===== config.mk =====
export PLATFORM = sky130hd
export DESIGN_NAME = lvdr_top
export DESIGN_NICKNAME = d
export VERILOG_FILES = /design/src/inc/lvdr_pkg.sv /design/src/hw/lvdr_top.sv
export SDC_FILE = /design/constraint.sdc
export NUM_CORES = 1
export LEC_CHECK = 0
export BUFFER_PORTS_ARGS = -buffer_cell sky130_fd_sc_hd__buf_2
export CORE_MARGIN = 3
export CORE_UTILIZATION = 40
export DETAILED_ROUTE_END_ITERATION = 8
export PLACE_DENSITY = 0.69
export SETUP_SLACK_MARGIN = 0.1
export SLEW_MARGIN = 20
export SYNTH_ARGS = -nofsm -noshare
export SYNTH_HDL_FRONTEND = slang
export SYNTH_SLANG_ARGS = --single-unit

===== constraint.sdc =====
create_clock -name clk -period 3.9 [get_ports clk]
set_clock_uncertainty 0.15 [all_clocks]
set_input_delay 0.78 -clock clk [delete_from_list [all_inputs] [get_ports clk]]
set_output_delay 0.78 -clock clk [all_outputs]
set_load 0.01 [all_outputs]

===== src/inc/lvdr_pkg.sv =====
// Package for the low voltage detect and reset block.
// Holds register offsets, field positions, reset values and timing constants.
package lvdr_pkg;

    // Register byte offsets on APB
    localparam logic [7:0] OFF_CTRL_STATUS = 8'h00; // Control and status (bank 0)
    localparam logic [7:0] OFF_ENABLE_LEVEL = 8'h04; // Enable and level (bank 1)
    localparam logic [7:0] OFF_IRQ_STATUS = 8'h08; // Sticky interrupt status
    localparam logic [7:0] OFF_IRQ_MASK = 8'h0C; // Interrupt mask
    localparam logic [7:0] OFF_GLOBAL_IRQ = 8'h10; // Global interrupt on/off

    // Control and status fields
    localparam int STATE_N_BIT = 7; // Live detector state, low when low
    localparam int IRQ_FLAG_BIT = 6; // Interrupt request flag
    localparam int WAKE_EN_BIT = 0; // Wake-up enable
    localparam int GIE_BIT = 0; // Global interrupt on, in its own word

    // Enable and level fields
    localparam int IRQ_EN_BIT = 7; // Individual interrupt enable
    localparam int DET_ON_BIT = 6; // Detector enable
    localparam int LEVEL_HI_BIT = 5; // Level field top bit
    localparam int LEVEL_LO_BIT = 4; // Level field bottom bit

    // Sticky status event bits
    localparam int EV_DETECT = 0; // Crossing below level
    localparam int EV_WAKE = 1; // Wake request raised
    localparam int EV_BROWNOUT = 2; // Brownout reset issued
    localparam int EV_WIDTH = 3; // Number of events

    // Detection level codes
    localparam logic [1:0] LVL_2V2 = 2'h3; // 2.2V
    localparam logic [1:0] LVL_3V3 = 2'h2; // 3.3V
    localparam logic [1:0] LVL_4V0 = 2'h1; // 4.0V
    localparam logic [1:0] LVL_4V5 = 2'h0; // 4.5V

    // Brownout option codes
    localparam logic [1:0] BOR_OFF = 2'h3; // Power-on reset only
    localparam logic [1:0] BOR_2V7 = 2'h2; // Reset 2.7V, release 2.9V
    localparam logic [1:0] BOR_3V5 = 2'h1; // Reset 3.5V, release 3.7V
    localparam logic [1:0] BOR_4V0 = 2'h0; // Reset 4.0V, release 4.2V

    // Reset values
    localparam logic [7:0] CTRL_RESET = 8'h80; // State reads high, flag clear
    localparam logic [7:0] ENLVL_RESET = 8'h00; // All off, level 4.5V

    // Brownout grace time
    localparam int CLK_HZ = 20000000; // System clock rate
    localparam int GRACE_US = 80; // Dip shorter than this only halts
    localparam int GRACE_CYC = (GRACE_US * (CLK_HZ / 1000000)); // 1600 cycles

endpackage


===== src/hw/lvdr_top.sv =====
// Low voltage detector and low voltage reset supervisor, APB slave.
// Assumes comparator outputs are asynchronous levels and the core samples
// the halt, wake, interrupt and reset outputs on clk.
//
// How it works
// - Two-bit option picks brownout levels or none
// - Bit 7 bank 0 reads live state
// - Bit 6 flag, cleared by software or hardware
// - Bit 0 enables wake on detection
// - Bank 1 bit 7 gates the vector request, not irq
// - Bank 1 bit 6 enables detector
// - Bank 1 bits 5-4 pick threshold
// - Crossing while enabled sets the flag
// - Core vectors when flag, enable, global on
// - Flag set only below detection level
// - Detector runs in sleep, wakes core
// - System reset clears the flag
// - Short dip halts, keeps registers
// - Dip over 80 us forces reset
//
// The APB interface to the registers and the placing of the registers are this design's own decisions.
`timescale 1ns/1ps

module lvdr_top
#(
    parameter int GRACE_CYCLES = lvdr_pkg::GRACE_CYC // Brownout grace count
)
(
    input wire logic clk, // System clock, 20 MHz
    input wire logic rst_n, // Synchronous reset, active low
    input wire logic psel,
    input wire logic penable,
    input wire logic pwrite,
    input wire logic [7:0] paddr,
    input wire logic [31:0] pwdata,
    output logic [31:0] prdata,
    output logic pready,
    output logic pslverr,
    input wire logic [1:0] brownout_level, // One-time option code
    input wire logic [3:0] det_below, // Comparators, one per level, high when at or below
    input wire logic [3:0] bor_below, // Brownout comparators, one per option
    input wire logic [3:0] bor_above, // Release comparators, one per option
    input wire logic core_sleeping, // Core is in sleep or idle
    output logic irq, // Level interrupt to the core
    output logic vector_req, // Core must take the vector next
    output logic wake_req, // Wake the core from sleep
    output logic halt_req, // Halt execution, keep state
    output logic sys_reset_req // Full system reset request
);

    // Elaboration check: the dip counter below is only 16 bits wide
    if (GRACE_CYCLES < 1 || GRACE_CYCLES > 65535)
    begin
        $error("GRACE_CYCLES out of range");
    end

    ////////////////////////////////////////////////////////////////////////
    // Synchronisers: three stages, change counts when stages 2 and 3 agree

    logic [11:0] s1_q; // First stage, read only by stage 2
    logic [11:0] s2_q; // Second stage
    logic [11:0] s3_q; // Third stage
    logic [11:0] clean_q; // Filtered levels
    logic [11:0] raw;
    assign raw = {bor_above, bor_below, det_below};

    // Three flops, then accept only a settled value
    always_ff @(posedge clk)
    begin
        if (!rst_n)
        begin
            s1_q <= 12'h000;
            s2_q <= 12'h000;
            s3_q <= 12'h000;
            clean_q <= 12'h000;
        end
        else
        begin
            s1_q <= raw;
            s2_q <= s1_q;
            s3_q <= s2_q;
            for (int i = 0; i < 12; i++)
            begin
                if (s2_q[i] == s3_q[i])
                    clean_q[i] <= s3_q[i];
            end
        end
    end

    ////////////////////////////////////////////////////////////////////////
    // Registers

    logic wake_en_q; // Wake-up enable
    logic irq_flag_q; // Low voltage request flag
    logic irq_en_q; // Individual interrupt enable
    logic det_on_q; // Detector enable
    logic [1:0] level_q; // Detection level code
    logic [2:0] status_q; // Sticky event bits
    logic [2:0] mask_q; // Event mask
    logic gie_q; // Global interrupt on
    logic below_q; // Delayed state for edge
    logic [1:0] bor_opt_q; // Option captured after reset

    // Pick the comparator for a level code
    function automatic logic pick(input logic [3:0] v, input logic [1:0] code);
        pick = v[code];
    endfunction

    logic below; // Live: at or below level while enabled
    assign below = det_on_q & pick(clean_q[3:0], level_q);
    logic crossing;
    assign crossing = below & ~below_q;

    logic wr;
    logic rd;
    assign wr = psel & penable & pwrite & pready;
    assign rd = psel & penable & ~pwrite & pready;

    // Write enables
    logic wr_ctrl;
    logic wr_enlvl;
    logic wr_stat;
    logic wr_mask;
    logic wr_gie;
    assign wr_ctrl = wr && paddr == lvdr_pkg::OFF_CTRL_STATUS;
    assign wr_enlvl = wr && paddr == lvdr_pkg::OFF_ENABLE_LEVEL;
    assign wr_stat = wr && paddr == lvdr_pkg::OFF_IRQ_STATUS;
    assign wr_mask = wr && paddr == lvdr_pkg::OFF_IRQ_MASK;
    assign wr_gie = wr && paddr == lvdr_pkg::OFF_GLOBAL_IRQ;

    // Bank 1: enable and level, plain read/write
    always_ff @(posedge clk)
    begin
        if (!rst_n)
        begin
            irq_en_q <= lvdr_pkg::ENLVL_RESET[lvdr_pkg::IRQ_EN_BIT];
            det_on_q <= lvdr_pkg::ENLVL_RESET[lvdr_pkg::DET_ON_BIT];
            level_q <= lvdr_pkg::ENLVL_RESET[lvdr_pkg::LEVEL_HI_BIT:lvdr_pkg::LEVEL_LO_BIT];
        end
        else if (wr_enlvl)
        begin
            irq_en_q <= pwdata[lvdr_pkg::IRQ_EN_BIT];
            det_on_q <= pwdata[lvdr_pkg::DET_ON_BIT];
            level_q <= pwdata[lvdr_pkg::LEVEL_HI_BIT:lvdr_pkg::LEVEL_LO_BIT];
        end
    end

    // Bank 0 wake enable
    always_ff @(posedge clk)
    begin
        if (!rst_n)
            wake_en_q <= lvdr_pkg::CTRL_RESET[lvdr_pkg::WAKE_EN_BIT];
        else if (wr_ctrl)
            wake_en_q <= pwdata[lvdr_pkg::WAKE_EN_BIT];
    end

    // Request flag: crossing wins over a software clear; reset clears it
    always_ff @(posedge clk)
    begin
        if (!rst_n)
        begin
            irq_flag_q <= 1'b0;
            below_q <= 1'b0;
        end
        else
        begin
            below_q <= below;
            if (crossing)
                irq_flag_q <= 1'b1;
            else if (wr_ctrl && !pwdata[lvdr_pkg::IRQ_FLAG_BIT])
                irq_flag_q <= 1'b0;
        end
    end

    // Global interrupt switch, standing in for enable and disable instructions
    always_ff @(posedge clk)
    begin
        if (!rst_n)
            gie_q <= 1'b0;
        else if (wr_gie)
            gie_q <= pwdata[lvdr_pkg::GIE_BIT];
    end

    ////////////////////////////////////////////////////////////////////////
    // Brownout supervisor

    typedef enum logic [1:0] {BOR_IDLE, BOR_DIP, BOR_RESET} lvdr_bor_t;
    lvdr_bor_t bor_st_q;
    logic [15:0] dip_cnt_q; // Cycles spent below reset level
    logic opt_taken_q; // Option latched since reset release

    // Option caught by a clock after release, not by the reset itself
    always_ff @(posedge clk)
    begin
        if (!rst_n)
        begin
            opt_taken_q <= 1'b0;
            bor_opt_q <= lvdr_pkg::BOR_OFF;
        end
        else if (!opt_taken_q)
        begin
            opt_taken_q <= 1'b1;
            bor_opt_q <= brownout_level;
        end
    end

    logic bor_low;
    logic bor_ok;
    assign bor_low = bor_opt_q != lvdr_pkg::BOR_OFF && pick(clean_q[7:4], bor_opt_q);
    assign bor_ok = pick(clean_q[11:8], bor_opt_q);

    // Short dips halt; a dip longer than the grace time resets the system.
    // The reset request holds until the supply is back above release level.
    always_ff @(posedge clk)
    begin
        if (!rst_n)
        begin
            bor_st_q <= BOR_IDLE;
            dip_cnt_q <= 16'h0000;
        end
        else
        begin
            case (bor_st_q)
                BOR_IDLE:
                begin
                    dip_cnt_q <= 16'h0000;
                    if (bor_low)
                        bor_st_q <= BOR_DIP;
                end
                BOR_DIP:
                begin
                    if (!bor_low)
                        bor_st_q <= BOR_IDLE;
                    else if (dip_cnt_q >= 16'(GRACE_CYCLES - 1))
                        bor_st_q <= BOR_RESET;
                    else
                        dip_cnt_q <= dip_cnt_q + 16'h0001;
                end
                BOR_RESET:
                begin
                    if (!bor_low && bor_ok)
                        bor_st_q <= BOR_IDLE;
                end
                default:
                    bor_st_q <= BOR_IDLE;
            endcase
        end
    end

    ////////////////////////////////////////////////////////////////////////
    // Sticky status, mask and outputs

    logic [2:0] events;
    assign events = {bor_st_q == BOR_DIP && bor_low && dip_cnt_q >= 16'(GRACE_CYCLES - 1),
        crossing & wake_en_q & core_sleeping, crossing};

    // Events set bits; write-one clears, but a set in the same cycle wins
    always_ff @(posedge clk)
    begin
        if (!rst_n)
        begin
            status_q <= 3'h0;
            mask_q <= 3'h0;
        end
        else
        begin
            status_q <= (status_q & ~(wr_stat ? pwdata[2:0] : 3'h0)) | events;
            if (wr_mask)
                mask_q <= pwdata[2:0];
        end
    end

    // Core-facing outputs, registered
    always_ff @(posedge clk)
    begin
        if (!rst_n)
        begin
            irq <= 1'b0;
            vector_req <= 1'b0;
            wake_req <= 1'b0;
            halt_req <= 1'b0;
            sys_reset_req <= 1'b0;
        end
        else
        begin
            irq <= |(status_q & mask_q);
            vector_req <= irq_flag_q & irq_en_q & gie_q;
            wake_req <= irq_flag_q & wake_en_q & core_sleeping;
            halt_req <= bor_st_q == BOR_DIP;
            sys_reset_req <= bor_st_q == BOR_RESET;
        end
    end

    ////////////////////////////////////////////////////////////////////////
    // APB slave: one wait state, unmapped reads zero with error

    logic mapped;
    assign mapped = paddr == lvdr_pkg::OFF_CTRL_STATUS || paddr == lvdr_pkg::OFF_ENABLE_LEVEL
        || paddr == lvdr_pkg::OFF_IRQ_STATUS || paddr == lvdr_pkg::OFF_IRQ_MASK
        || paddr == lvdr_pkg::OFF_GLOBAL_IRQ;

    // Ready comes one cycle into the access phase
    always_ff @(posedge clk)
    begin
        if (!rst_n)
            pready <= 1'b0;
        else
            pready <= psel & penable & ~pready;
    end

    // Error flag raised with ready for unmapped addresses
    always_ff @(posedge clk)
    begin
        if (!rst_n)
            pslverr <= 1'b0;
        else
            pslverr <= psel & penable & ~pready & ~mapped;
    end

    // Read data prepared in the cycle before ready
    always_ff @(posedge clk)
    begin
        if (!rst_n)
            prdata <= 32'h00000000;
        else if (psel & penable & ~pready)
        begin
            case (paddr)
                lvdr_pkg::OFF_CTRL_STATUS:
                    prdata <= {24'h000000, ~below, irq_flag_q, 5'h00, wake_en_q};
                lvdr_pkg::OFF_ENABLE_LEVEL:
                    prdata <= {24'h000000, irq_en_q, det_on_q, level_q, 4'h0};
                lvdr_pkg::OFF_IRQ_STATUS:
                    prdata <= {29'h00000000, status_q};
                lvdr_pkg::OFF_IRQ_MASK:
                    prdata <= {29'h00000000, mask_q};
                lvdr_pkg::OFF_GLOBAL_IRQ:
                    prdata <= {31'h00000000, gie_q};
                default:
                    prdata <= 32'h00000000;
            endcase
        end
    end

    ////////////////////////////////////////////////////////////////////////
    // Assertions

    a_flag_on_cross: assert property (@(posedge clk) disable iff (!rst_n)
        crossing |=> irq_flag_q) else $error("flag not set on crossing");
    a_state_off_high: assert property (@(posedge clk) disable iff (!rst_n)
        !det_on_q |-> !below) else $error("state low while detector off");
    a_vector_gate: assert property (@(posedge clk) disable iff (!rst_n)
        vector_req |-> $past(irq_flag_q & irq_en_q & gie_q)) else $error("vector without enables");
    a_wake_gate: assert property (@(posedge clk) disable iff (!rst_n)
        wake_req |-> $past(wake_en_q)) else $error("wake without enable");
    a_reset_clears: assert property (@(posedge clk)
        !rst_n |=> !irq_flag_q) else $error("flag survives reset");
    a_no_flag_above: assert property (@(posedge clk) disable iff (!rst_n)
        (!irq_flag_q && !below) |=> !irq_flag_q) else $error("flag set above level");
    a_short_dip: assert property (@(posedge clk) disable iff (!rst_n)
        (bor_st_q == BOR_DIP && dip_cnt_q < 16'(GRACE_CYCLES - 1)) |=> bor_st_q != BOR_RESET)
        else $error("reset before grace time");
    a_long_dip: assert property (@(posedge clk) disable iff (!rst_n)
        (bor_st_q == BOR_DIP && bor_low && dip_cnt_q >= 16'(GRACE_CYCLES - 1)) |=> ##1 sys_reset_req)
        else $error("no reset after grace time");
    a_sync_settle: assert property (@(posedge clk) disable iff (!rst_n)
        (s2_q[0] == s3_q[0]) |=> clean_q[0] == $past(s3_q[0])) else $error("filter bad");

    c_crossing: cover property (@(posedge clk) crossing);
    c_vector: cover property (@(posedge clk) vector_req);
    c_wake: cover property (@(posedge clk) wake_req);
    c_sys_reset: cover property (@(posedge clk) sys_reset_req);

endmodule


==> results of run 1 <==
## area by class of cell
class / count / area share [%]
Inverter: 4 / 0.3836
Tap cell: 105 / 3.357
Timing Repair Buffer: 49 / 6.394
Sequential cell: 93 / 47.57
Multi-Input combinational cell: 253 / 37.18
Clock buffer: 10 / 3.517
Clock inverter: 6 / 1.598
## flip-flops by register name (all words and copies together), names as in the netlist, 2 cells and up
signal     flops
dip_cnt_q     16
s2_q          11
bor_st_q       2
status_q       3
level_q        2
s3_q          11
mask_q         3
prdata         7
bor_opt_q      2
clean_q       11
s1_q          11
## logic make-up (layout without fill, tap and decap cells)
| group | count (synthesis) | count (layout) | synth area share (%) |
|---|---|---|---|
| xor gates and xnor gates | 1 | 1 | 0.2515 |
| AOI/OAI and AO/OA | 67 | 67 | 11.64 |
| and+or+nand+nor | 143 | 143 | 21.41 |
| adders and majority gates | 1 | 1 | 0.3591 |
| muxes | 16 | 16 | 5.424 |
| DFF | 93 | 93 | 53.45 |
| other | 1 | 25 | 0.1077 |
| buffers and inverters | 43 | 69 | 7.363 |
## where the power goes
group          total (mW)  switching, mW  internal (mW)
clock network       0.631          0.320          0.311
registers           0.972        0.00718          0.965
logic              0.0663         0.0406         0.0257
## worst max-delay path, stage by stage (launching register included)
cell      delay (ps)
dfxtp_1          360
o311ai_1         290
o21ai_1          140
or4_1            750
or4_1            550
a21oi_1          150
## routing by layer
| metal | up-vias | part of all wire (%) | GRT usage, % |
|---|---|---|---|
| met2 | 68 | 45 | 20.25 |
| met5 | - | 0 | 0 |
| met1 | 1119 | 47 | 16.62 |
| met3 | 8 | 6.7 | 3.927 |
| li1 | 1303 | - | - |
| met4 | 0 | 1.7 | 6.303 |
## worst min path at each step
stage / startpoint / slack, ps / endpoint / cells after the start
after floorplan: s1_q[0] / 260 / s2_q[0] / 1
after detailed placement: s1_q[8] / 270 / s2_q[8] / 1
after global placement: s1_q[9] / 270 / s2_q[9] / 1
after global routing: s1_q[5] / 300 / s2_q[5] / 1
after CTS: s1_q[8] / 290 / s2_q[8] / 1
final: s1_q[5] / 290 / s2_q[5] / 1
## per-stage QoR
stage          cells  util (%)
3_5_place_dp     504     44.52
5_1_grt          520     46.92
2_1_floorplan    389         -
3_3_place_gp     504     44.52
6_report         520     46.92
4_1_cts          520     46.92
## synthesized netlist by cell type (2+ instances only)
cell type  number  area, um^2
a31o_1          3       26.28
o21ai_1         2       10.01
o31ai_1         6       45.04
inv_1           4       15.01
o21ai_0        20       100.1
a32oi_1         2       17.52
mux2i_1        14       140.1
dfxtp_1        93        1862
nor3_1          4       20.02
and3_1          4       25.02
or3_1           6       37.54
nand3_1         9       45.04
or4_1           7       52.55
clkbuf_1       10       37.54
nand2_1        34       127.6
nor2_1         26       97.59
and2_1         39       244.0
buf_1           3       11.26
a21oi_1        24       120.1
nor4_1          5       31.28
buf_4          25       187.7
==> metrics.md, run 1 <==
| Metric | Value |
|---|---|
| Status | complete, no violations |
| Average size of a mapped cell | 9.543 um^2 |
| Hold slack | 287.0 ps |
| CP arrival | 2580 ps |
| Total CTS buffers | 9 |
| Clk buf depth | 2 |
| Critical Path Sink Type | flop |
| Die Y | 99.32 um |
| Core area | 0.008341 mm^2 |
| Power Dens Cells | 426.5 mW/mm^2 |
| Post-Syn Area | 0.003483 mm^2 |
| Hold Path Class | reg2reg |
| Worst-skew pair later-pin latency | 340 ps |
| R2R setup slack | 1450 ps |
| Vias | 2498 |
| Sequential fraction of the synthesis area | 53.45% |
| Row count | 33 |
| Design area | 0.003914 mm^2 |
| CTS root buf | clkbuf_8 |
| Crit-path max FO | 18 |
| Initial antenna violation count | 0 |
| Htree depth | 3 |
| Final period util | 62.90% |
| Final antenna-violating net count | 0 |
| Rel. slew slack | 49.46% |
| Worst-Margin Slew | 757.2 ps |
| Inserted Diodes | 0 |
| Synth-to-layout area growth | 12.36% |
| Fill count | 813 |
| Postcts setup bufs | 0 |
| Power Total | 1.669 mW |
| Max Slew Vio Count | 0 |
| Final hold violations | 0 |
| Post-CTS sizing | 0 |
| Routed len/inst | 11.64 um |
| Drt first pass iters | 4 |
| Min cycle time layout | 2453 ps |
| Sequential Area | 0.001862 mm^2 |
| Type of the worst setup path | reg2reg |
| Clock transition at path regs | 90 ps |
| Pin count of the biggest net entering global routing | 46 |
| Post-synthesis register bit count | 93 |
| Grt total ovfl | 0 |
| Sink Count | 93 |
| Reg2reg end | dip_cnt_q[7] |
| Max VDD drop | 0.1952 mV |
| FMAX | 407.7 MHz |
| Mapped Cells | 365 |
| Main synth FF type | dfxtp_1 |
| Leak pwr | 1.538 nW |
| Commonest non-fill, non-tap cells in the layout | dfxtp_1 (93), buf_2 (47), and2_1 (39) |
| Share of cells above drive strength 1 | 16.39% |
| Asr flop ratio synth | 0% |
| Number of distinct library cells after synthesis | 46 |
| Startpoint types | flop |
| Die X | 99.32 um |
| Drc violations | 0 |
| Setup TNS | 0 ps |
| RSZ-0062 raised after global routing | false |
| First-pass GRT wire length | 10470 um |
| Avg Vias per Cell | 4.804 |
| R2r worst-path depth | 5 |
| Final net count | 471 |
| Post-synth EDFFs | 0 |
| Reg2reg start | dip_cnt_q[6] |
| Die ar. | 0.009864 mm^2 |
| I/O Buffers | 47 |
| Area of the multi-input gates | 0.001455 mm^2 |
| Vias in the first global route | 2331 |
| DR iter-0 viols | 57 |
| Ports | 99 |
| Most common cell after layout, fill and taps aside | dfxtp_1 |
| MaxCap Viol Count | 0 |
| DP Area | 0.003714 mm^2 |
| TritonCTS clock tree | yes |
| Final setup vio count | 0 |
| Worst setup path endpoint | dip_cnt_q[7] |
| Final WS setup | 1447 ps |
| CP Data Required Time | 4030 ps |
| Hpwl dp | 4340 um |
| Placer Congestion | 0.7964 |
| Post-CTS Hold Fix Bufs | 0 |
| Total GRT Usage | 13.06% |
| Worst Setup SP | dip_cnt_q[6] |
| Ys Warns | 0 |
| Starting Density | 41.76% |
| Setup WS pre-CTS | 1283 ps |
| Routed WL | 6051 um |
Power figures use the tool's default switching activity.
==> run 2, diff against run 1 <==
- PLACE_DENSITY: 0.69 -> 0.71
- clock period: 3.9 -> 2.2 ns (I/O delays scaled with it)
==> run 2 against run 1 <==
The run now ends with negative setup slack left. Largest cell class unchanged. Count of clock-buffer cells in the layout up 1. Utilization grew 3.1 points. Sequential cell count unchanged. Via count up 5.8%. Worst hold slack got worse by 150 ps. Power is 73% higher. Sequential share of layout area fell by 2.9 points. Clock power increased by 65%. Die area stayed put. First-iteration DRC count grew 70%. Final cell count up 4.6%. Non-clock buffer count up 24.
==> metrics.md, run 2 (same netlist as run 1, synthesis figures left out) <==
| Metric | Value |
|---|---|
| Status | finished with violations |
| Failing checks | negative setup slack |
| Final net count | 495 (+5.1%) |
| Power Dens Cells | 691.6 mW/mm^2 (+62%) |
| FMAX | 450.4 MHz (+10%) |
| Final antenna-violating net count | 0 (unchanged) |
| CP Data Required Time | 2330 ps (-1700 ps) |
| CP top delay family | simple AND/OR/NAND/NOR gates |
| Hold Path Class | in2reg |
| Final setup vio count | 4 (+4) |
| Die X | 99.32 um (unchanged) |
| RSZ-0062 raised after global routing | true |
| TritonCTS clock tree | yes |
| Routed len/inst | 12.23 um (+5.1%) |
| Vias in the first global route | 2473 (+6.1%) |
| Reg2reg start | dip_cnt_q[6] |
| CP arrival | 2350 ps (-230 ps) |
| Largest register by flop count | dip_cnt_q |
| Placer Congestion | 0.7690 (-3.4%) |
| Hold Crit Start | det_below[1] |
| Starting Density | 41.76% (unchanged) |
| Final Util | 50.06% (+3.1 points) |
| Initial antenna violation count | 0 (unchanged) |
| Commonest non-fill, non-tap cells in the layout | dfxtp_1 (90), buf_2 (47), and2_1 (39) |
| Crit-path max FO | 5 (-13) |
| Synth-to-layout area growth | 19.86% |
| Slowest stage delay, CP | 570 ps (-180 ps) |
| Most common cell after layout, fill and taps aside | dfxtp_1 |
| Final WS setup | -20.06 ps (-1467 ps) |
| MaxCap Viol Count | 0 (unchanged) |
| Inserted Diodes | 0 (unchanged) |
| Slowest CP cell | or4_4 |
| Drt first pass iters | 4 (unchanged) |
| Final period util | 100.9% (+38 points) |
| Pin count of the biggest net entering global routing | 37 (-20%) |
| Buf/Inv on CP | 1 (+1) |
| DR iter-0 viols | 97 (+70%) |
| Largest register FFs | 16 (unchanged) |
| Placed cells | 522 (+3.6%) |
| Vias | 2644 (+5.8%) |
| Htree depth | 3 (unchanged) |
| CTS root buf | clkbuf_8 |
| I/O Buffers | 47 (unchanged) |
| Total CTS buffers | 9 (unchanged) |
| Rel. slew slack | 50.70% (+1.2 points) |
| Avg Vias per Cell | 4.860 (+1.2%) |
| Sequence of cells on the critical path | o311ai_4 > o21ai_2 > or4_4 > buf_6 > or4_1 > a21oi_1 |
| Setup WS pre-CTS | -34.38 ps (-1318 ps) |
| Hpwl dp | 4612 um (+6.3%) |
| Worst Hold Path EP | s1_q[1] |
| Fill count | 817 (+0.49%) |
| Worst-Margin Slew | 734.6 ps (-22.58 ps) |
| Worst-skew pair later-pin latency | 350 ps (about the same) |
| Max VDD drop | 0.4484 mV (+130%) |
| Share of cells above drive strength 1 | 24.83% (+8.4 points) |
| Die Y | 99.32 um (unchanged) |
| R2r worst-path depth | 6 (+1) |
| Non-Filler Instances | 544 (+4.6%) |
| Setup TNS | -54.07 ps (-54.07 ps) |
| Sink Count | 93 (unchanged) |
| Routed WL | 6654 um (+10%) |
| Startpoint types | flop |
| Grt total ovfl | 0 (unchanged) |
| Final hold violations | 0 (unchanged) |
| Min cycle time layout | 2220 ps (-233.0 ps) |
| Max Slew Vio Count | 0 (unchanged) |
| Core area | 0.008341 mm^2 (unchanged) |
| Leak pwr | 1.669 nW (+8.6%) |
| R2R setup slack | -20 ps (-1470 ps) |
| Die ar. | 0.009864 mm^2 (unchanged) |
| Hold slack | 136.8 ps (-150.1 ps) |
| First-pass GRT wire length | 11120 um (+6.1%) |
| Total GRT Usage | 13.86% (+0.80 points) |
| Row count | 33 (unchanged) |
| Post-CTS Hold Fix Bufs | 0 (unchanged) |
| Clock transition at path regs | 90 ps (about the same) |
| Critical Path Sink Type | flop |
| Hold path depth | 2 (+1) |
| Ports | 99 (unchanged) |
| Type of the worst setup path | reg2reg |
| Reg2reg end | dip_cnt_q[5] |
| Drc violations | 0 (unchanged) |
| Clk buf depth | 2 (unchanged) |
run 2: report_power, final:
group | total, mW | switching (mW) | leakage [nW] | internal (mW)
registers | 1.72 | 0.0118 | 0.756 | 1.71
clock network | 1.04 | 0.587 | 0.0870 | 0.454
logic | 0.123 | 0.0743 | 0.827 | 0.0491
total | 2.89 | 0.673 | 1.67 | 2.22
run 2: worst max path at each step:
stage / startpoint / end / slack, ps / depth (start not counted)
after detailed placement: dip_cnt_q[6] / dip_cnt_q[4] / -30 / 6
after global placement: dip_cnt_q[6] / dip_cnt_q[5] / -50 / 6
final: dip_cnt_q[6] / dip_cnt_q[5] / -20 / 6
after global routing: dip_cnt_q[0] / dip_cnt_q[6] / -70 / 7
after CTS: dip_cnt_q[8] / dip_cnt_q[6] / 80 / 6
after floorplan: dip_cnt_q[6] / dip_cnt_q[7] / 110 / 6
run 2: layout make-up:
cell class | count | area [um^2] | share of cell area (%)
sequential | 93 | 1866 | 44.68
tap | 105 | 131.4 | 3.147
timing repair buffer | 73 | 441.7 | 10.58
clock buffer | 11 | 141.4 | 3.386
clock inverter | 5 | 41.29 | 0.9889
inverter | 4 | 15.01 | 0.3596
multi-input combinational | 253 | 1539 | 36.86
run 2: routing by layer:
metal	vias to the layer above	wire, um	track usage, %
li1	1358	-	-
met1	1192	2973	16.95
met2	86	3112	22.93
met3	8	484	5.259
met4	0	83	3.782
met5	-	0	0
run 2: worst reg2reg max path, cell delays in order (launching register included):
cell and delay (ps):
dfxtp_2 340, o311ai_4 300, o21ai_2 100, or4_4 570, buf_6 150, or4_1 400
a21oi_1 130
run 2: metrics by stage:
step	power (mW)	instance area, um^2
global placement	1.883	3849
detailed placement	1.886	3849
CTS	2.926	4090
floorplan	1.862	3573
finish	2.888	4175
global route	3.018	4175
run 2: timing repair:
| item | CTS | global route |
|---|---|---|
| resized for setup | 4 | 23 |
| setup endpoints to repair | 7 | 12 |
| setup buffers | 7 | 1 |
| pin swaps | 7 | 10 |
